File: src/design/srt_map.svh
// Register map, field positions, reset values and timing counts
`ifndef SRT_MAP_SVH
`define SRT_MAP_SVH

// ==========================================
// Register offsets
`define SRT_OFS_MODE      12'h03A
`define SRT_OFS_REALIGN   12'h03B
`define SRT_OFS_TXGATE    12'h03F
`define SRT_OFS_OSCSYNC   12'h1E7

// ==========================================
// Field positions
`define SRT_BIT_ROT_DONE  4
`define SRT_BIT_ONESHOT   1
`define SRT_BIT_SYNC_KEEP 7
`define SRT_BIT_PERIODIC  5
`define SRT_BIT_OSC_CLR   4
`define SRT_BIT_ACT_HI    1
`define SRT_BIT_ACT_LO    0
`define SRT_BIT_MUTE1     5
`define SRT_BIT_TRIG      0

// ==========================================
// Reset values and writable-bit masks
`define SRT_RST_MODE      8'h00
`define SRT_RST_REALIGN   8'hB0
`define SRT_RST_TXGATE    8'h00
`define SRT_RST_OSCSYNC   8'h00
`define SRT_WMSK_MODE     8'h03
`define SRT_WMSK_REALIGN  8'hF3
`define SRT_WMSK_TXGATE   8'hE0
`define SRT_WMSK_OSCSYNC  8'h01

// ==========================================
// Timing counts in ref_clk cycles
`define SRT_RAMP_CYC      5'h10
`define SRT_ROT_CYC       5'h08

`endif

File: src/design/srt_pkg.sv
// Types shared by the rotation control block
package srt_pkg;
    typedef logic [11:0] srt_addr_t;
    typedef logic [7:0]  srt_byte_t;
    typedef logic [15:0] srt_sample_t;
    typedef logic [4:0]  srt_cnt_t;
    typedef enum logic [1:0] {
        st_idle,
        st_ramp_off,
        st_rotate,
        st_ramp_on
    } srt_state_t;
endpackage

File: src/design/srt_ctl_if.sv
// Carrier between the top and its sequencer and transmit gate
`timescale 1ns/100ps
interface srt_ctl_if;
    import srt_pkg::*;
    logic        rot_start;
    logic [1:0]  rot_act;
    logic        rot_busy;
    logic        rot_done;
    logic        rot_end;
    logic        ramp_off;
    logic        link_drop;
    logic        mute_ch1;
    srt_sample_t dp_in;
    srt_sample_t dp_out;
    modport seq (input rot_start, rot_act,
                 output rot_busy, rot_done, rot_end, ramp_off, link_drop);
    modport gate (input mute_ch1, dp_in, output dp_out);
endinterface

File: src/design/srt_rot_ctl.sv
// Top: registers, alignment arming, oscillator clear and datapath gate
//
// Added by the designer: the strobed register port.
`timescale 1ns/100ps
`include "srt_map.svh"

// Behaviour
// - With clear bit set, NCOs reset after digital reset or rotation; trigger too.
// - Action bit 0 drops links and realigns serial clocks on rotation.
// - Action bit 1 ramps datapath softly off and on around rotation.
// - Action field zero: rotation touches neither links nor datapath; resets zero.
// - Action field 11 performs both link realign and soft off/on.
// - Mute bit set and pin low forces second datapath output to zero.
// - Mute bit set and pin high passes second datapath output normally.
// - Single-shot mode rotates on next edge, then returns to monitor mode.
// - Read-only rotation-complete flag, one after reset.
module srt_rot_ctl import srt_pkg::*; (
    input  wire logic        ref_clk,
    input  wire logic        rst,
    input  wire srt_addr_t   reg_addr,
    input  wire srt_byte_t   reg_wdata,
    input  wire logic        reg_wr,
    input  wire logic        reg_rd,
    output      srt_byte_t   reg_rdata,
    input  wire logic        sysref_pin,
    input  wire logic        dig_reset_evt,
    input  wire srt_sample_t dp_ch1_in,
    input  wire logic        transmit_gate_pin_ch1,
    output      srt_sample_t dp_ch1_out,
    output      logic        nco_reset,
    output      logic        serdes_realign,
    output      logic        dp_soft_off,
    output      logic        rotation_done,
    output      logic        periodic_resync_on
);
    srt_ctl_if u_if ();

    srt_byte_t mode_q, mode_d;
    srt_byte_t realign_q, realign_d;
    srt_byte_t txgate_q, txgate_d;
    srt_byte_t oscsync_q, oscsync_d;
    srt_byte_t rdata_q, rdata_d;
    logic      nco_q, nco_d;
    logic      sr_s1_q;
    logic      sr_s2_q;
    logic      sr_s3_q;
    logic      sr_rise;
    logic      wr_mode;
    logic      wr_realign;
    logic      wr_txgate;
    logic      wr_osc;
    logic      rot_start;
    logic      osc_pend;

    // ==========================================
    // Sysref pin synchroniser and edge detect
    always_ff @(posedge ref_clk or posedge rst) begin
        if (rst) begin
            sr_s1_q <= 1'b0;
            sr_s2_q <= 1'b0;
            sr_s3_q <= 1'b0;
        end else begin
            sr_s1_q <= sysref_pin;
            sr_s2_q <= sr_s1_q;
            sr_s3_q <= sr_s2_q;
        end
    end

    assign sr_rise = sr_s2_q && !sr_s3_q;

    // ==========================================
    // Write decode
    assign wr_mode    = reg_wr && (reg_addr == `SRT_OFS_MODE);
    assign wr_realign = reg_wr && (reg_addr == `SRT_OFS_REALIGN);
    assign wr_txgate  = reg_wr && (reg_addr == `SRT_OFS_TXGATE);
    assign wr_osc     = reg_wr && (reg_addr == `SRT_OFS_OSCSYNC);

    // An edge that lands mid-rotation is not queued; the sync logic must be kept on
    assign rot_start = sr_rise && mode_q[`SRT_BIT_ONESHOT]
                       && realign_q[`SRT_BIT_SYNC_KEEP] && !u_if.rot_busy;

    // Trigger fires only on a 0 to 1 write of the trigger bit
    assign osc_pend = wr_osc && reg_wdata[`SRT_BIT_TRIG] && !oscsync_q[`SRT_BIT_TRIG];

    // ==========================================
    // Register next values
    always_comb begin
        mode_d    = mode_q;
        realign_d = realign_q;
        txgate_d  = txgate_q;
        oscsync_d = oscsync_q;
        // Fall back to monitor mode once the single rotation is taken
        if (rot_start) begin
            mode_d[`SRT_BIT_ONESHOT] = 1'b0;
        end
        // Software write wins so a re-arm in the same cycle is kept
        if (wr_mode) begin
            mode_d = (mode_q & ~`SRT_WMSK_MODE) | (reg_wdata & `SRT_WMSK_MODE);
        end
        if (wr_realign) begin
            realign_d = (realign_q & ~`SRT_WMSK_REALIGN) | (reg_wdata & `SRT_WMSK_REALIGN);
        end
        if (wr_txgate) begin
            txgate_d = (txgate_q & ~`SRT_WMSK_TXGATE) | (reg_wdata & `SRT_WMSK_TXGATE);
        end
        if (wr_osc) begin
            oscsync_d = reg_wdata & `SRT_WMSK_OSCSYNC;
        end
    end

    always_ff @(posedge ref_clk or posedge rst) begin
        if (rst) begin
            mode_q    <= `SRT_RST_MODE;
            realign_q <= `SRT_RST_REALIGN;
            txgate_q  <= `SRT_RST_TXGATE;
            oscsync_q <= `SRT_RST_OSCSYNC;
        end else begin
            mode_q    <= mode_d;
            realign_q <= realign_d;
            txgate_q  <= txgate_d;
            oscsync_q <= oscsync_d;
        end
    end

    // ==========================================
    // Oscillator clear pulse
    always_comb begin
        nco_d = osc_pend;
        if (realign_q[`SRT_BIT_OSC_CLR] && (u_if.rot_end || dig_reset_evt)) begin
            nco_d = 1'b1;
        end
    end

    always_ff @(posedge ref_clk or posedge rst) begin
        if (rst) begin
            nco_q <= 1'b0;
        end else begin
            nco_q <= nco_d;
        end
    end

    // ==========================================
    // Read path; data stand for one cycle only, unmapped reads give zero
    always_comb begin
        rdata_d = 8'h00;
        if (reg_rd) begin
            case (reg_addr)
                `SRT_OFS_MODE: begin
                    rdata_d = mode_q & `SRT_WMSK_MODE;
                    rdata_d[`SRT_BIT_ROT_DONE] = u_if.rot_done;
                end
                `SRT_OFS_REALIGN: rdata_d = realign_q;
                `SRT_OFS_TXGATE:  rdata_d = txgate_q;
                `SRT_OFS_OSCSYNC: rdata_d = oscsync_q;
                default:          rdata_d = 8'h00;
            endcase
        end
    end

    always_ff @(posedge ref_clk or posedge rst) begin
        if (rst) begin
            rdata_q <= 8'h00;
        end else begin
            rdata_q <= rdata_d;
        end
    end

    // ==========================================
    // Sequencer and transmit gate
    assign u_if.rot_start = rot_start;
    assign u_if.rot_act   = realign_q[`SRT_BIT_ACT_HI:`SRT_BIT_ACT_LO];
    assign u_if.mute_ch1  = txgate_q[`SRT_BIT_MUTE1];
    assign u_if.dp_in     = dp_ch1_in;

    srt_rot_seq u_seq (
        .ref_clk (ref_clk),
        .rst     (rst),
        .ctl     (u_if.seq)
    );

    srt_tx_gate u_gate (
        .ref_clk               (ref_clk),
        .rst                   (rst),
        .transmit_gate_pin_ch1 (transmit_gate_pin_ch1),
        .ctl                   (u_if.gate)
    );

    // ==========================================
    // Outputs, all from flip-flops
    assign reg_rdata          = rdata_q;
    assign dp_ch1_out         = u_if.dp_out;
    assign nco_reset          = nco_q;
    assign serdes_realign     = u_if.link_drop;
    assign dp_soft_off        = u_if.ramp_off;
    assign rotation_done      = u_if.rot_done;
    assign periodic_resync_on = realign_q[`SRT_BIT_PERIODIC];

    // ==========================================
    // Checks
    property p_nco_rot;
        @(posedge ref_clk) disable iff (rst)
        u_if.rot_end && realign_q[`SRT_BIT_OSC_CLR] |=> nco_reset;
    endproperty
    a_nco_rot: assert property (p_nco_rot) else $error("no NCO clear after rotation");

    property p_nco_dig;
        @(posedge ref_clk) disable iff (rst)
        dig_reset_evt && realign_q[`SRT_BIT_OSC_CLR] |=> nco_reset;
    endproperty
    a_nco_dig: assert property (p_nco_dig) else $error("no NCO clear after reset");

    property p_nco_cause;
        @(posedge ref_clk) disable iff (rst)
        nco_reset |-> $past(osc_pend)
                      || ($past(realign_q[`SRT_BIT_OSC_CLR]) && ($past(u_if.rot_end) || $past(dig_reset_evt)));
    endproperty
    a_nco_cause: assert property (p_nco_cause) else $error("NCO clear without cause");

    property p_drop_only;
        @(posedge ref_clk) disable iff (rst)
        rot_start && u_if.rot_act == 2'b01 |=> serdes_realign [*8] ##1 !serdes_realign;
    endproperty
    a_drop_only: assert property (p_drop_only) else $error("link realign wrong length");

    property p_ramp_len;
        @(posedge ref_clk) disable iff (rst)
        $rose(dp_soft_off) |-> ##23 dp_soft_off ##1 !dp_soft_off;
    endproperty
    a_ramp_len: assert property (p_ramp_len) else $error("soft off wrong length");

    property p_no_action;
        @(posedge ref_clk) disable iff (rst)
        rot_start && u_if.rot_act == 2'b00
        |=> (!dp_soft_off && !serdes_realign) [*8] ##1 rotation_done;
    endproperty
    a_no_action: assert property (p_no_action) else $error("action taken with field zero");

    property p_both;
        @(posedge ref_clk) disable iff (rst)
        rot_start && u_if.rot_act == 2'b11 |=> dp_soft_off ##16 (dp_soft_off && serdes_realign);
    endproperty
    a_both: assert property (p_both) else $error("combined action missing");

    property p_oneshot;
        @(posedge ref_clk) disable iff (rst)
        rot_start && !wr_mode |=> !mode_q[`SRT_BIT_ONESHOT] && !rotation_done;
    endproperty
    a_oneshot: assert property (p_oneshot) else $error("single shot not retired");

    property p_done_rd;
        @(posedge ref_clk) disable iff (rst)
        reg_rd && reg_addr == `SRT_OFS_MODE |=> reg_rdata[`SRT_BIT_ROT_DONE] == $past(rotation_done);
    endproperty
    a_done_rd: assert property (p_done_rd) else $error("done flag read wrong");

    // Action outputs belong to a rotation; a stray level would upset links or gain
    property p_link_busy;
        @(posedge ref_clk) disable iff (rst)
        serdes_realign |-> u_if.rot_busy;
    endproperty
    a_link_busy: assert property (p_link_busy) else $error("link realign outside rotation");

    property p_soft_busy;
        @(posedge ref_clk) disable iff (rst)
        dp_soft_off |-> u_if.rot_busy;
    endproperty
    a_soft_busy: assert property (p_soft_busy) else $error("soft off outside rotation");

    // Ramp alone must leave the links up in the first cycle of the rotate stage
    property p_ramp_only;
        @(posedge ref_clk) disable iff (rst)
        rot_start && u_if.rot_act == 2'b10 |=> dp_soft_off ##16 (dp_soft_off && !serdes_realign);
    endproperty
    a_ramp_only: assert property (p_ramp_only) else $error("links dropped without bit 0");

    // Monitor mode only watches edges; an unarmed edge must leave every action output quiet
    property p_monitor_quiet;
        @(posedge ref_clk) disable iff (rst)
        sr_rise && !mode_q[`SRT_BIT_ONESHOT] && !u_if.rot_busy
        |=> rotation_done && !dp_soft_off && !serdes_realign;
    endproperty
    a_monitor_quiet: assert property (p_monitor_quiet) else $error("rotation taken in monitor mode");

    // Done may only return as the sequencer leaves its last stage
    property p_done_rise;
        @(posedge ref_clk) disable iff (rst)
        $rose(rotation_done) |-> $past(u_if.rot_busy) && !u_if.rot_busy;
    endproperty
    a_done_rise: assert property (p_done_rise) else $error("done flag raised mid rotation");

    property p_osc_trig;
        @(posedge ref_clk) disable iff (rst)
        osc_pend |=> nco_reset;
    endproperty
    a_osc_trig: assert property (p_osc_trig) else $error("no NCO clear on trigger");

    // Main scenarios
    c_full: cover property (@(posedge ref_clk) disable iff (rst)
        rot_start && u_if.rot_act == 2'b11);
    c_nco: cover property (@(posedge ref_clk) disable iff (rst)
        u_if.rot_end && nco_d);
    c_mute: cover property (@(posedge ref_clk) disable iff (rst)
        u_if.mute_ch1 && dp_ch1_out == 16'h0000 && dp_ch1_in != 16'h0000);
    c_link: cover property (@(posedge ref_clk) disable iff (rst)
        rot_start && u_if.rot_act == 2'b01);
    c_dig: cover property (@(posedge ref_clk) disable iff (rst)
        dig_reset_evt && nco_d);
endmodule

File: src/design/srt_rot_seq.sv
// Rotation sequencer: soft ramp off, link realign, ramp on
`timescale 1ns/100ps
`include "srt_map.svh"
module srt_rot_seq import srt_pkg::*; (
    input wire logic ref_clk,
    input wire logic rst,
    srt_ctl_if.seq   ctl
);
    srt_state_t state_q, state_d;
    srt_cnt_t   cnt_q, cnt_d;
    logic [1:0] act_q, act_d;
    logic       done_q, done_d;
    logic       end_q, end_d;
    logic       ramp_q, ramp_d;
    logic       drop_q, drop_d;

    // ==========================================
    // Next state
    always_comb begin
        state_d = state_q;
        cnt_d   = cnt_q;
        act_d   = act_q;
        done_d  = done_q;
        end_d   = 1'b0;
        ramp_d  = ramp_q;
        drop_d  = drop_q;
        case (state_q)
            st_idle: begin
                if (ctl.rot_start) begin
                    act_d  = ctl.rot_act;
                    done_d = 1'b0;
                    if (ctl.rot_act[1]) begin
                        state_d = st_ramp_off;
                        cnt_d   = `SRT_RAMP_CYC - 5'h01;
                        ramp_d  = 1'b1;
                    end else begin
                        state_d = st_rotate;
                        cnt_d   = `SRT_ROT_CYC - 5'h01;
                        drop_d  = ctl.rot_act[0];
                    end
                end
            end
            st_ramp_off: begin
                if (cnt_q == 5'h00) begin
                    state_d = st_rotate;
                    cnt_d   = `SRT_ROT_CYC - 5'h01;
                    drop_d  = act_q[0];
                end else begin
                    cnt_d = cnt_q - 5'h01;
                end
            end
            st_rotate: begin
                if (cnt_q == 5'h00) begin
                    drop_d = 1'b0;
                    end_d  = 1'b1;
                    if (act_q[1]) begin
                        state_d = st_ramp_on;
                        cnt_d   = `SRT_RAMP_CYC - 5'h01;
                        ramp_d  = 1'b0;
                    end else begin
                        state_d = st_idle;
                        done_d  = 1'b1;
                    end
                end else begin
                    cnt_d = cnt_q - 5'h01;
                end
            end
            st_ramp_on: begin
                // Wait for the gain ramp to settle before reporting done
                if (cnt_q == 5'h00) begin
                    state_d = st_idle;
                    done_d  = 1'b1;
                end else begin
                    cnt_d = cnt_q - 5'h01;
                end
            end
            default: state_d = st_idle;
        endcase
    end

    // ==========================================
    // State registers
    always_ff @(posedge ref_clk or posedge rst) begin
        if (rst) begin
            state_q <= st_idle;
            cnt_q   <= 5'h00;
            act_q   <= 2'h0;
            done_q  <= 1'b1;
            end_q   <= 1'b0;
            ramp_q  <= 1'b0;
            drop_q  <= 1'b0;
        end else begin
            state_q <= state_d;
            cnt_q   <= cnt_d;
            act_q   <= act_d;
            done_q  <= done_d;
            end_q   <= end_d;
            ramp_q  <= ramp_d;
            drop_q  <= drop_d;
        end
    end

    assign ctl.rot_busy  = (state_q != st_idle);
    assign ctl.rot_done  = done_q;
    assign ctl.rot_end   = end_q;
    assign ctl.ramp_off  = ramp_q;
    assign ctl.link_drop = drop_q;
endmodule

File: src/design/srt_tx_gate.sv
// Transmit gate: zeroes the second datapath while its mute bit is set and its pin is low
`timescale 1ns/100ps
`include "srt_map.svh"
module srt_tx_gate import srt_pkg::*; (
    input wire logic ref_clk,
    input wire logic rst,
    input wire logic transmit_gate_pin_ch1,
    srt_ctl_if.gate  ctl
);
    logic        pin_s1_q;
    logic        pin_s2_q;
    srt_sample_t out_q, out_d;

    // ==========================================
    // Output select; the pin is synchronised first, so gating lags it by two cycles
    always_comb begin
        out_d = ctl.dp_in;
        if (ctl.mute_ch1 && !pin_s2_q) begin
            out_d = 16'h0000;
        end
    end

    always_ff @(posedge ref_clk or posedge rst) begin
        if (rst) begin
            pin_s1_q <= 1'b0;
            pin_s2_q <= 1'b0;
            out_q    <= 16'h0000;
        end else begin
            pin_s1_q <= transmit_gate_pin_ch1;
            pin_s2_q <= pin_s1_q;
            out_q    <= out_d;
        end
    end

    assign ctl.dp_out = out_q;

    // ==========================================
    // Checks
    property p_mute_zero;
        @(posedge ref_clk) disable iff (rst)
        ctl.mute_ch1 && !pin_s2_q |=> out_q == 16'h0000;
    endproperty
    a_mute_zero: assert property (p_mute_zero) else $error("muted output not zero");

    property p_pass;
        @(posedge ref_clk) disable iff (rst)
        pin_s2_q || !ctl.mute_ch1 |=> out_q == $past(ctl.dp_in);
    endproperty
    a_pass: assert property (p_pass) else $error("enabled output not passed");
endmodule

File: config.mk
export PLATFORM = sky130hd
export DESIGN_NAME = srt_rot_ctl
export DESIGN_NICKNAME = d
export VERILOG_FILES = /design/src/design/srt_pkg.sv /design/src/design/srt_ctl_if.sv /design/src/design/srt_rot_ctl.sv /design/src/design/srt_rot_seq.sv /design/src/design/srt_tx_gate.sv
export VERILOG_INCLUDE_DIRS = /design/src /design/src/design
export SDC_FILE = /design/constraint.sdc
export NUM_CORES = 1
export LEC_CHECK = 0
export BUFFER_PORTS_ARGS = -buffer_cell sky130_fd_sc_hd__clkbuf_2
export CAP_MARGIN = 5
export CORE_UTILIZATION = 46
export DETAILED_ROUTE_END_ITERATION = 10
export MAX_ROUTING_LAYER = met4
export PLACE_DENSITY = 0.86
export SETUP_SLACK_MARGIN = 0.05
export SKIP_LAST_GASP = 1
export SYNTH_ARGS = -nofsm -noshare
export SYNTH_HDL_FRONTEND = slang
export SYNTH_SLANG_ARGS = --single-unit
File: constraint.sdc
create_clock -name ref_clk -period 1.9 [get_ports ref_clk]
set_clock_uncertainty 0.05 [all_clocks]
set_input_delay 0.095 -clock ref_clk [delete_from_list [all_inputs] [get_ports ref_clk]]
set_output_delay 0.095 -clock ref_clk [all_outputs]
set_load 0.05 [all_outputs]
==> results of run 1 <==
==> cells in the mapped netlist (2+ instances only) <==
library cell | n | area share (%)
sky130_fd_sc_hd__nand2_1 | 10 | 1.6
sky130_fd_sc_hd__and3_1 | 2 | 0.52
sky130_fd_sc_hd__and2_1 | 17 | 4.4
sky130_fd_sc_hd__nand3_1 | 4 | 0.83
sky130_fd_sc_hd__o21a_1 | 2 | 0.62
sky130_fd_sc_hd__nand2b_1 | 2 | 0.52
sky130_fd_sc_hd__o21ai_0 | 7 | 1.5
sky130_fd_sc_hd__dfstp_2 | 4 | 4.4
sky130_fd_sc_hd__inv_1 | 15 | 2.3
sky130_fd_sc_hd__mux2i_1 | 8 | 3.3
sky130_fd_sc_hd__dfrtp_1 | 50 | 52
sky130_fd_sc_hd__mux2_2 | 15 | 7.0
sky130_fd_sc_hd__a21oi_1 | 7 | 1.5
sky130_fd_sc_hd__nor4_1 | 3 | 0.78
sky130_fd_sc_hd__ha_1 | 6 | 3.1
sky130_fd_sc_hd__a31oi_1 | 3 | 0.78
sky130_fd_sc_hd__o221ai_1 | 2 | 0.73
sky130_fd_sc_hd__nor2b_1 | 5 | 1.3
sky130_fd_sc_hd__clkbuf_1 | 3 | 0.47
sky130_fd_sc_hd__o31ai_1 | 3 | 0.94
sky130_fd_sc_hd__buf_2 | 2 | 0.42
sky130_fd_sc_hd__nor2_1 | 2 | 0.31
==> state kept, by name (all words and copies together), names as in the netlist, 2 cells and up <==
name and count:
u_seq.state_q 2, u_seq.act_q 2, txgate_q 3, mode_q 2, reg_rdata 7, u_seq.cnt_q 5, realign_q 6, u_gate.ctl.dp_out 16
==> final timing paths <==
kind                       slack (ns)                 end      startpoint  depth (start not counted)
max                              0.04      u_seq.cnt_q[3]  u_seq.cnt_q[0]                          6
min                              0.02        reg_rdata[1]          reg_rd                          2
max reg2reg                      0.04      u_seq.cnt_q[3]  u_seq.cnt_q[0]                          6
min reg2reg                      0.31             sr_s2_q         sr_s1_q                          0
max in group asynchronous        0.88  u_seq.ctl.rot_done             rst                          4
min in group asynchronous        0.32        reg_rdata[7]             rst                          3
==> power by group <==
| group | internal (uW) | switching (uW) |
|---|---|---|
| Combinational | 476 | 618 |
| Sequential | 1260 | 75.5 |
| Clock | 301 | 382 |
==> cell type report <==
| class | instances | area [um2] | area share [%] |
|---|---|---|---|
| flip-flops and latches | 54 | 1360 | 41.5 |
| multi-input cells | 123 | 987 | 30.2 |
| repair buffers | 104 | 686 | 21.0 |
| well taps | 67 | 83.8 | 2.57 |
| clock buffers | 6 | 82.6 | 2.53 |
| inverters | 15 | 56.3 | 1.72 |
| clock inverters | 2 | 16.3 | 0.498 |
==> repair_timing <==
item	in CTS	in global routing
endpoints found under the setup margin	2	7
hold endpoints to repair	51	0
buffers inserted	0	0
resized for setup	2	3
hold buffers	26	0
==> through the flow <==
step	cell area, um2	setup TNS, ns	hold WS [ns]
after global placement	2890	0	0.0850
final	3270	0	0.0153
after floorplan	2420	0	0.0764
after detailed placement	2890	0	0.0943
after global routing	3270	-0.0494	0.0148
after CTS	3250	0	0.00856
==> worst max-delay path, cell delays in order, from the launching register on <==
cell and delay (ns):
sky130_fd_sc_hd__dfrtp_1 0.39, sky130_fd_sc_hd__inv_1 0.08, sky130_fd_sc_hd__ha_2 0.17, sky130_fd_sc_hd__or4b_4 0.53
sky130_fd_sc_hd__a21o_1 0.20, sky130_fd_sc_hd__a221oi_2 0.24, sky130_fd_sc_hd__o32ai_1 0.10
==> cell families (layout without fill, tap and decap cells) <==
logic type	count (synthesis)	in the layout
compound gates	34	34
other cells	1	1
flops	54	54
mux	23	23
buf+inv	22	127
simple gates	59	59
fa+ha+maj	6	6
==> metal layers <==
| metal | vias to the layer above | share of wire [%] | routed length (um) | track usage (%) |
|---|---|---|---|---|
| met2 | 75 | 46 | 2350 | 33.1 |
| met4 | 0 | 1.2 | 62 | 5.66 |
| met3 | 6 | 6.1 | 307 | 5.42 |
| li1 | 901 | - | - | - |
| met5 | - | 0 | 0 | - |
| met1 | 907 | 46 | 2350 | 26.1 |
==> metrics.md, run 1 <==
| Metric | Value |
|---|---|
| Run status | finished clean |
| Routed wire length | 5070 um |
| Placement-stage worst setup slack | 0.000482 ns |
| Clock tree from TritonCTS | built |
| Peak Freq | approximately 540 MHz |
| Worst-margin pin slew | about 0.5 ns |
| Total number of clock tree sinks | between 50 and 60 |
| Hold Fails Final Rpt | 0 |
| Die area | 5520 um2 |
| Area added between synthesis and finish | 36.0% |
| Largest family of logic cells by synthesized area | simple AND/OR/NAND/NOR gates |
| Source-to-sink clock delay at the later pin of the worst-skew pair | 0.31 ns |
| Placed Cells incl. Taps | 337 |
| Count of final setup violators | 0 |
| Detail-routed net length per standard cell | 13.7 um |
| Synth Cell Area | approximately 2400 um2 |
| Die height | 74.3 um |
| Leading cell type in the layout, fill and taps excluded | sky130_fd_sc_hd__clkbuf_2 |
| Reported max-cap violation count | 0 |
| First-pass GRT wire length | just over 8000 um |
| Total power divided by cell area | 952 nW/um2 |
| Setup repair after global routing missed its margin | yes |
| Pin count of the biggest net entering global routing | 32 |
| Vias per std cell | roughly 5.1 |
| Compound-cell area share of the yosys netlist | between 9 and 10% |
| Worst hold path class | input pin to register |
| DP HPWL | roughly 3500 um |
| Clock buffers created by TritonCTS | 5 |
| Required arrival time at the worst endpoint | 2.05 ns |
| #FFs+latches synth | 54 |
| Root buffer cell | sky130_fd_sc_hd__clkbuf_8 |
| Post-synth EDFFs | 0 |
| Adder and majority cell fraction of the synthesized area | 3.13% |
| Total routing usage reported by global routing | 20.7% |
| Fill cell total of the finished layout | 359 |
| Max-slew violation count | 0 |
| Share of the yosys chip area belonging to registers | 56.5% |
| Commonest non-fill, non-tap cells in the layout | 69 x sky130_fd_sc_hd__clkbuf_2, 50 x sky130_fd_sc_hd__dfrtp_1, 26 x sky130_fd_sc_hd__dlygate4sd3_1, 17 x sky130_fd_sc_hd__and2_1 |
| Yosys warning count | 0 |
| Width of the die | approximately 74 um |
| Final period demand of the worst path | 1.86 ns |
| Multiplexer fraction of the synthesized cell area | 10.4% |
| RePlAce Congestion | about 0.9 |
| # rows | 25 |
| CTS H-Tree Depth | 2 |
| Synthesized-area fraction occupied by xor and xnor cells | 0% |
| Lkg Pwr | 0.00159 uW |
| Count of pins on the block boundary | 72 |
| Vias | 1889 |
| Post-route fraction of the period consumed by the critical path | 98.1% |
| Total power after layout | between 3000 and 4000 uW |
| Ys flop type | sky130_fd_sc_hd__dfrtp_1 |
| Port Buffers | 69 |
| Count of mapped cells out of synthesis | 199 |
| Antenna diodes | 0 |
| Crit Path Category | register to register |
| Vias in the first global route | 1846 |
| Final WS setup | 0.0361 ns |
| Final antenna-violating net count | 0 |
| Arrival time of data at the critical path endpoint | between 2 and 2.5 ns |
| Initial antenna violation count | 0 |
| Clock transition at the registers of the reported paths | 0.10 ns |
| Nets | between 300 and 400 |
| DRC violation count after routing | 0 |
| Total nets after synthesis | 248 |
| Count of placed standard cells in the final layout, fillers left out | 371 |
| Maximum VDD drop | 0.610 mV |
| Fraction of final layout cells sized beyond drive strength 1 | 39.5% |
| Category of the worst setup path launch point | register |
| CTS Buffer Depth | 2 |
| Share of synthesized cell area in and, or, nand and nor gates | roughly 16% |
| Utilization after layout | 67.0% |
| Max-Slew Margin vs Limit | about 66% |
| Post-synthesis cell type count | slightly below 50 |
| Drt initial violations | 78 |
| Synthesized area divided by synthesized cell count | about 12 um2 |
| Share of synthesized registers carrying an async set or reset | 100% |
| Initial core utilization | approximately half |
| Critical path peak fanout | 8 |
| Element type at the critical path end | register |
| Detailed Routing Iterations Pass 1 | 4 |
| Global-route congestion overflow total | 0 |
| Core Footprint | between 4000 and 5000 um2 |
No activity file was read; power rests on OpenSTA's default activity.
==> inputs of run 2 (changes only) <==
- ABC_AREA: unset -> 1
- CORE_UTILIZATION: 46 -> 47
- PLACE_DENSITY: 0.86 -> 0.87
==> metrics.md, run 2 <==
| Metric | Value |
|---|---|
| Run status | finished clean |
| Maximum VDD drop | 0.666 mV (+9.2%) |
| Fraction of synthesized cell area taken by the top area cell type | 48.9% (-3.2 points) |
| Total power after layout | 3130 uW (+0.55%) |
| Final-layout setup total negative slack | 0 ns (unchanged) |
| Ys flop type | sky130_fd_sc_hd__dfrtp_1 |
| Detailed Routing Iterations Pass 1 | 6 (+2) |
| Critical path endpoint | u_seq.ctl.link_drop |
| Vias per std cell | 4.72 (-7.2%) |
| DRC violation count after routing | 0 (unchanged) |
| Internal power consumption | 1920 uW (-5.8%) |
| Critical Path Source | u_seq.state_q[0] |
| Source-to-sink clock delay at the later pin of the worst-skew pair | 0.31 ns (about the same) |
| Final antenna-violating net count | 0 (unchanged) |
| Worst hold path class | input pin to register |
| First-pass GRT wire length | 9130 um (+11%) |
| Source of the worst register-to-register timing path | u_seq.state_q[0] |
| Crit Path Category | register to register |
| Sequential Power Share | 43.2% (+0.3 points) |
| Initial core utilization | 49.5% (+0.26 points) |
| Share of synthesized registers carrying an async set or reset | 100% (unchanged) |
| Worst-margin pin slew | 0.655 ns (+0.152 ns) |
| Detail-routed net length per standard cell | 11.4 um (-16%) |
| Total number of clock tree sinks | 54 (unchanged) |
| Setup repair after global routing missed its margin | no |
| Element type at the critical path end | register |
| Pin count of the biggest net entering global routing | 55 (+72%) |
| Hold Fails Final Rpt | 0 (unchanged) |
| Max-slew violation count | 0 (unchanged) |
| Logic gate share of total power | 36.8% (+1.7 points) |
| Post-CTS setup repair buffer count | 0 (unchanged) |
| WHS | 0.00221 ns (-0.0131 ns) |
| Width of the die | 75.8 um (+2.1%) |
| DP HPWL | 3840 um (+8.3%) |
| Total routing usage reported by global routing | 21.7% (+1.0 points) |
| # rows | 26 (+4.0%) |
| Count of placed standard cells in the final layout, fillers left out | 478 (+29%) |
| Fraction of power spent switching nets | 38.7% (+4.1 points) |
| Drt initial violations | 135 (+73%) |
| Synth Cell Area | 2560 um2 (+6.6%) |
| Area added between synthesis and finish | 30.1% |
| Worst reg2reg endpoint | u_seq.ctl.link_drop |
| Placed Cells incl. Taps | 445 (+32%) |
| Vias | 2258 (+20%) |
| Peak Freq | 581 MHz (+8.3%) |
| Count of mapped cells out of synthesis | 307 (+54%) |
| Reported max-cap violation count | 0 (unchanged) |
| Dominant cell by count in the synthesized netlist | sky130_fd_sc_hd__inv_1 |
| Port Buffers | 69 (unchanged) |
| Antenna diodes | 0 (unchanged) |
| Die area | 5750 um2 (+4.2%) |
| Post-route fraction of the period consumed by the critical path | 90.5% (-7.6 points) |
| #FFs+latches synth | 54 (unchanged) |
| Required arrival time at the worst endpoint | 2.05 ns (about the same) |
| Post-synthesis cell type count | 29 (-41%) |
| Routed wire length | 5470 um (+7.8%) |
| Cell taking the most area after synthesis | sky130_fd_sc_hd__dfrtp_1 |
| Fill cell total of the finished layout | 418 (+16%) |
| Die height | 75.8 um (+2.1%) |
| Top cells by area in the synthesized netlist | sky130_fd_sc_hd__dfrtp_1 49%, sky130_fd_sc_hd__inv_1 9.1%, sky130_fd_sc_hd__nand2_1 8.2% |
| RePlAce Congestion | 0.905 (+1.6%) |
| Share of the yosys chip area belonging to registers | 53.0% (-3.5 points) |
| Lkg Pwr | 0.00187 uW (+18%) |
| Max-Slew Margin vs Limit | 56.4% (-10 points) |
| Share of total power in the clock network | 20.0% (-1.9 points) |
| Total nets after synthesis | 356 (+44%) |
| Setup slack, reg-to-reg | 0.18 ns (+0.14 ns) |
| Most used standard cells in the synthesized netlist | 62 x sky130_fd_sc_hd__inv_1, 56 x sky130_fd_sc_hd__nand2_1, 50 x sky130_fd_sc_hd__dfrtp_1, 45 x sky130_fd_sc_hd__nor2_1, 20 x sky130_fd_sc_hd__nand3_1 |
| CTS Buffer Depth | 2 (unchanged) |
| Category of the worst setup path launch point | register |
| Count of final setup violators | 0 (unchanged) |
| Critical path peak fanout | 4 (-4) |
| Length in cells of the worst reg-to-reg path | 8 (+2) |
| Vias in the first global route | 2224 (+20%) |
| Nets | 456 (+30%) |
| Reported net switching power | 1210 uW (+13%) |
| Total power divided by cell area | 939 nW/um2 (-1.3%) |
| Arrival time of data at the critical path endpoint | 1.87 ns (-0.14 ns) |
| Core Footprint | 5170 um2 (+6.0%) |
| Commonest non-fill, non-tap cells in the layout | 69 x sky130_fd_sc_hd__clkbuf_2, 61 x sky130_fd_sc_hd__inv_1, 56 x sky130_fd_sc_hd__nand2_1, 50 x sky130_fd_sc_hd__dfrtp_1, 45 x sky130_fd_sc_hd__nor2_1 |
| Global-route congestion overflow total | 0 (unchanged) |
| Clock transition at the registers of the reported paths | 0.09 ns (about the same) |
| Yosys warning count | 0 (unchanged) |
| Post-synth EDFFs | 0 (unchanged) |
| Clock buffers created by TritonCTS | 5 (unchanged) |
| Clock tree from TritonCTS | built |
| Finished layout cell area | 3330 um2 (+1.9%) |
| Largest register FFs | 16 (unchanged) |
| Synthesized area divided by synthesized cell count | 8.34 um2 (-31%) |
| CTS H-Tree Depth | 2 (unchanged) |
| Count of pins on the block boundary | 72 (unchanged) |
| Leading cell type in the layout, fill and taps excluded | sky130_fd_sc_hd__clkbuf_2 |
| Cell Area, Placed | 2990 um2 (+3.3%) |
| Final period demand of the worst path | 1.72 ns (-0.144 ns) |
| Root buffer cell | sky130_fd_sc_hd__clkbuf_8 |
| Fraction of final layout cells sized beyond drive strength 1 | 25.2% (-14 points) |
| Initial antenna violation count | 0 (unchanged) |
## run 2: cell count changes after synthesis, moves of 14 or more
cell	previous run	this run
sky130_fd_sc_hd__nor2_1	2	45
sky130_fd_sc_hd__mux2_2	15	0
sky130_fd_sc_hd__and2_1	17	0
sky130_fd_sc_hd__inv_1	15	62
sky130_fd_sc_hd__o21ai_1	0	14
sky130_fd_sc_hd__nand3_1	4	20
sky130_fd_sc_hd__nand2_1	10	56
## run 2: layer usage
layer  part of all wire, %  vias up  GRT usage [%]
li1                      -     1142              -
met1                    42     1029           25.4
met2                    51       81           37.4
met3                   6.4        6           5.16
met4                  0.95        0           5.76
met5                     0        -              -
## run 2: what timing repair did
item                                   in CTS  in global routing
hold buffers                               25                  0
resized for setup                           0                  3
endpoints found under the hold margin      78                  0
setup endpoints to repair                   0                  3
## run 2: layout make-up
class / instances / area [um2] / share of cell area, %
Tap cell: 70 / 87.6 / 2.63
Timing Repair Buffer: 96 / 611 / 18.3
Inverter: 67 / 251 / 7.55
Sequential cell: 54 / 1360 / 40.7
Clock inverter: 2 / 13.8 / 0.413
Multi-Input combinational cell: 183 / 938 / 28.2
Clock buffer: 6 / 72.6 / 2.18
## run 2: critical path: stages (launching register included)
cell and delay (ns):
sky130_fd_sc_hd__dfrtp_1 0.41, sky130_fd_sc_hd__inv_1 0.09, sky130_fd_sc_hd__ha_1 0.25, sky130_fd_sc_hd__inv_1 0.13, sky130_fd_sc_hd__nand3_1 0.17, sky130_fd_sc_hd__a21oi_2 0.22, sky130_fd_sc_hd__o211ai_1 0.15, sky130_fd_sc_hd__nand2_1 0.08
sky130_fd_sc_hd__o21ai_1 0.06
## run 2: worst min-delay path by stage
| stage | from | to | cells past startpoint |
|---|---|---|---|
| floorplan | sysref_pin | sr_s1_q | 0 |
| global placement | transmit_gate_pin_ch1 | u_gate.pin_s1_q | 1 |
| detailed placement | transmit_gate_pin_ch1 | u_gate.pin_s1_q | 1 |
| CTS | dig_reset_evt | nco_reset | 3 |
| global route | dig_reset_evt | nco_reset | 3 |
| finish | dig_reset_evt | nco_reset | 3 |
## run 2: power groups by stage
stage / clock network (uW) / registers [uW] / logic [uW]
global route: 684 / 1370 / 1310
CTS: 643 / 1350 / 1120
floorplan: 0 / 1490 / 686
detailed placement: 0 / 1370 / 1070
global placement: 0 / 1370 / 1030
finish: 625 / 1350 / 1150
## run 2: kinds of logic (layout without fill, tap and decap cells)
logic type,after synthesis,count (layout),synth area share (%)
AND/OR/NAND/NOR,138,138,24.7
buffers and inverters,70,171,10.7
flip-flops,54,54,53.0
AO/OA/AOI/OAI,37,37,8.21
adder cells (fa/ha/maj),6,6,2.93
other,1,1,0.146
XOR/XNOR,1,1,0.342
## run 2: stage by stage
step	utilization (%)	setup WS (ns)
finish	64.4	0.180
global route	64.4	0.0604
CTS	64.2	0.153
detailed placement	57.7	0.177
global placement	57.7	0.287
floorplan	-	0.411
==> inputs of run 3 (changes only) <==
- CORE_UTILIZATION: 47 -> 52
- PLACE_DENSITY: 0.87 -> 0.91
- clock period: 1.9 -> 1.8 ns (I/O delays scaled with it)
==> metrics.md, run 3 (synthesis results as in run 2) <==
| Metric | Value |
|---|---|
| Die area | 5210 um2 (-9.4%) |
| Clock tree from TritonCTS | built |
| Post-route fraction of the period consumed by the critical path | 89.8% (-0.72 points) |
| Finished layout cell area | 3390 um2 (+1.7%) |
| Total power after layout | 3490 uW (+12%) |
| Total routing usage reported by global routing | 26.1% (+4.4 points) |
| Port Buffers | 69 (unchanged) |
| Crit Path Category | register to register |
| Maximum VDD drop | 0.717 mV (+7.6%) |
| Total power divided by cell area | 1030 nW/um2 (+9.8%) |
| Source of the worst register-to-register timing path | u_seq.state_q[0] |
| Clock transition at the registers of the reported paths | 0.09 ns (about the same) |
| HP Start | reg_rd |
| Element type at the critical path end | register |
| RePlAce Congestion | 0.953 (+5.4%) |
| Reported max-cap violation count | 0 (unchanged) |
| DRC violation count after routing | 0 (unchanged) |
| Drt initial violations | 169 (+25%) |
| Fraction of final layout cells sized beyond drive strength 1 | 26.7% (+1.5 points) |
| Hold Fails Final Rpt | 0 (unchanged) |
| Cell Area, Placed | 3000 um2 (+0.63%) |
| Multi-input gate area in the final layout | 948 um2 (+1.1%) |
| Wire length on met2 | 3100 um (+12%) |
| Largest register FFs | 16 (unchanged) |
| Initial core utilization | 54.2% (+4.7 points) |
| First-pass GRT wire length | 10000 um (+9.7%) |
| Routed wire length | 6100 um (+12%) |
| Vias | 2368 (+4.9%) |
| Initial antenna violation count | 0 (unchanged) |
| Detail-routed net length per standard cell | 12.7 um (+11%) |
| Final-layout setup total negative slack | 0 ns (unchanged) |
| Met3 WL | 407 um (+17%) |
| Final antenna-violating net count | 0 (unchanged) |
| Commonest non-fill, non-tap cells in the layout | 69 x sky130_fd_sc_hd__clkbuf_2, 61 x sky130_fd_sc_hd__inv_1, 55 x sky130_fd_sc_hd__nand2_1, 50 x sky130_fd_sc_hd__dfrtp_1, 45 x sky130_fd_sc_hd__nor2_1 |
| Vias in the first global route | 2280 (+2.5%) |
| Seq. cell area | 1360 um2 (unchanged) |
| CTS Buffer Depth | 2 (unchanged) |
| Width of the die | 72.2 um (-4.8%) |
| Length in cells of the worst reg-to-reg path | 8 (unchanged) |
| # rows | 25 (-3.8%) |
| Critical path peak fanout | 4 (unchanged) |
| Root buffer cell | sky130_fd_sc_hd__clkbuf_8 |
| Final period demand of the worst path | 1.62 ns (-0.104 ns) |
| Count of final setup violators | 0 (unchanged) |
| Nets | 460 (+0.88%) |
| Peak Freq | 619 MHz (+6.4%) |
| Count of pins on the block boundary | 72 (unchanged) |
| Utilization after layout | 71.7% (+7.3 points) |
| Core Footprint | 4720 um2 (-8.7%) |
| Met1 wire length | 2460 um (+7.2%) |
| Worst hold path class | input pin to register |
| Worst reg2reg endpoint | u_seq.ctl.link_drop |
| Global-route congestion overflow total | 0 (unchanged) |
| Leading cell type in the layout, fill and taps excluded | sky130_fd_sc_hd__clkbuf_2 |
| Run status | finished clean |
| Die height | 72.2 um (-4.8%) |
| Vias per std cell | 4.94 (+4.7%) |
| Setup repair after global routing missed its margin | no |
| Arrival time of data at the critical path endpoint | 1.77 ns (-0.10 ns) |
| Antenna diodes | 0 (unchanged) |
| Area added between synthesis and finish | 32.4% |
| Pin count of the biggest net entering global routing | 21 (-62%) |
| Source-to-sink clock delay at the later pin of the worst-skew pair | 0.31 ns (about the same) |
| Detailed Routing Iterations Pass 1 | 5 (-1) |
| Total number of clock tree sinks | 54 (unchanged) |
| Required arrival time at the worst endpoint | 1.95 ns (-0.10 ns) |
| Uppermost routed layer | met4 |
| Worst hold stages | 3 (unchanged) |
| Worst hold path endpoint | reg_rdata[6] |
| Max-slew violation count | 0 (unchanged) |
| Clock buffers created by TritonCTS | 5 (unchanged) |
| DP HPWL | 4030 um (+4.9%) |
| Lkg Pwr | 0.00190 uW (+1.6%) |
| CTS H-Tree Depth | 2 (unchanged) |
| Setup slack, reg-to-reg | 0.18 ns (about the same) |
| Fill cell total of the finished layout | 339 (-19%) |
| Category of the worst setup path launch point | register |
-- run 3: changes by cell type in the layout (fill, tap and decap cells not counted), sizes merged --
cell,delta
dlygate4sd3,+1
clkbuf,+1
clkinv,-1
buf,+3
-- run 3: worst max-delay path: stages, from the launching register on --
cell	delay, ns
sky130_fd_sc_hd__dfrtp_1	0.40
sky130_fd_sc_hd__inv_1	0.10
sky130_fd_sc_hd__ha_2	0.21
sky130_fd_sc_hd__inv_1	0.12
sky130_fd_sc_hd__nand3_2	0.15
sky130_fd_sc_hd__a21oi_2	0.19
sky130_fd_sc_hd__o211ai_1	0.14
sky130_fd_sc_hd__nand2_1	0.09
sky130_fd_sc_hd__o21ai_1	0.06
-- run 3: worst max path at each step --
stage	to	depth (start not counted)	from	slack, ns
final	u_seq.ctl.link_drop	8	u_seq.state_q[0]	0.18
after global routing	u_seq.ctl.link_drop	8	u_seq.state_q[0]	0.04
after CTS	u_seq.cnt_q[1]	9	u_seq.cnt_q[1]	0.07
after detailed placement	u_seq.ctl.link_drop	8	u_seq.state_q[0]	0.13
after global placement	u_seq.ctl.link_drop	8	u_seq.state_q[0]	0.21
after floorplan	u_seq.ctl.link_drop	8	u_seq.state_q[0]	0.31
-- run 3: cell type report --
cell class                      instances  area share (%)
Clock buffer                            7            2.84
Clock inverter                          1           0.258
Inverter                               67            7.42
Multi-Input combinational cell        183            28.0
Sequential cell                        54            40.0
Tap cell                               67            2.47
Timing Repair Buffer                  100            19.0
-- run 3: routing by layer --
| metal | vias to the layer above | global-route usage, % |
|---|---|---|
| met5 | - | - |
| met4 | 0 | 9.37 |
| met3 | 14 | 5.56 |
| met2 | 121 | 45.2 |
| met1 | 1083 | 30.0 |
| li1 | 1150 | - |
-- run 3: stage by stage --
step	std cells	setup slack, ns	hold WS, ns
final	479	0.183	0.0572
after global routing	479	0.0444	0.0733
after CTS	479	0.0691	0.0616
after floorplan	307	0.311	0.0714
after detailed placement	445	0.130	0.0342
after global placement	445	0.211	0.0222
-- run 3: what timing repair did --
action / in CTS / in global routing
endpoints found under the setup margin: 1 / 7
pin swaps: 0 / 0
endpoints found under the hold margin: 46 / 0
buffers inserted: 0 / 0
hold buffers: 26 / 0
gates resized for setup: 1 / 5
-- run 3: where the power goes --
group,internal (uW),switching [uW],total [uW]
Clock,353,387,740
Combinational,449,874,1320
Sequential,1340,89.6,1430
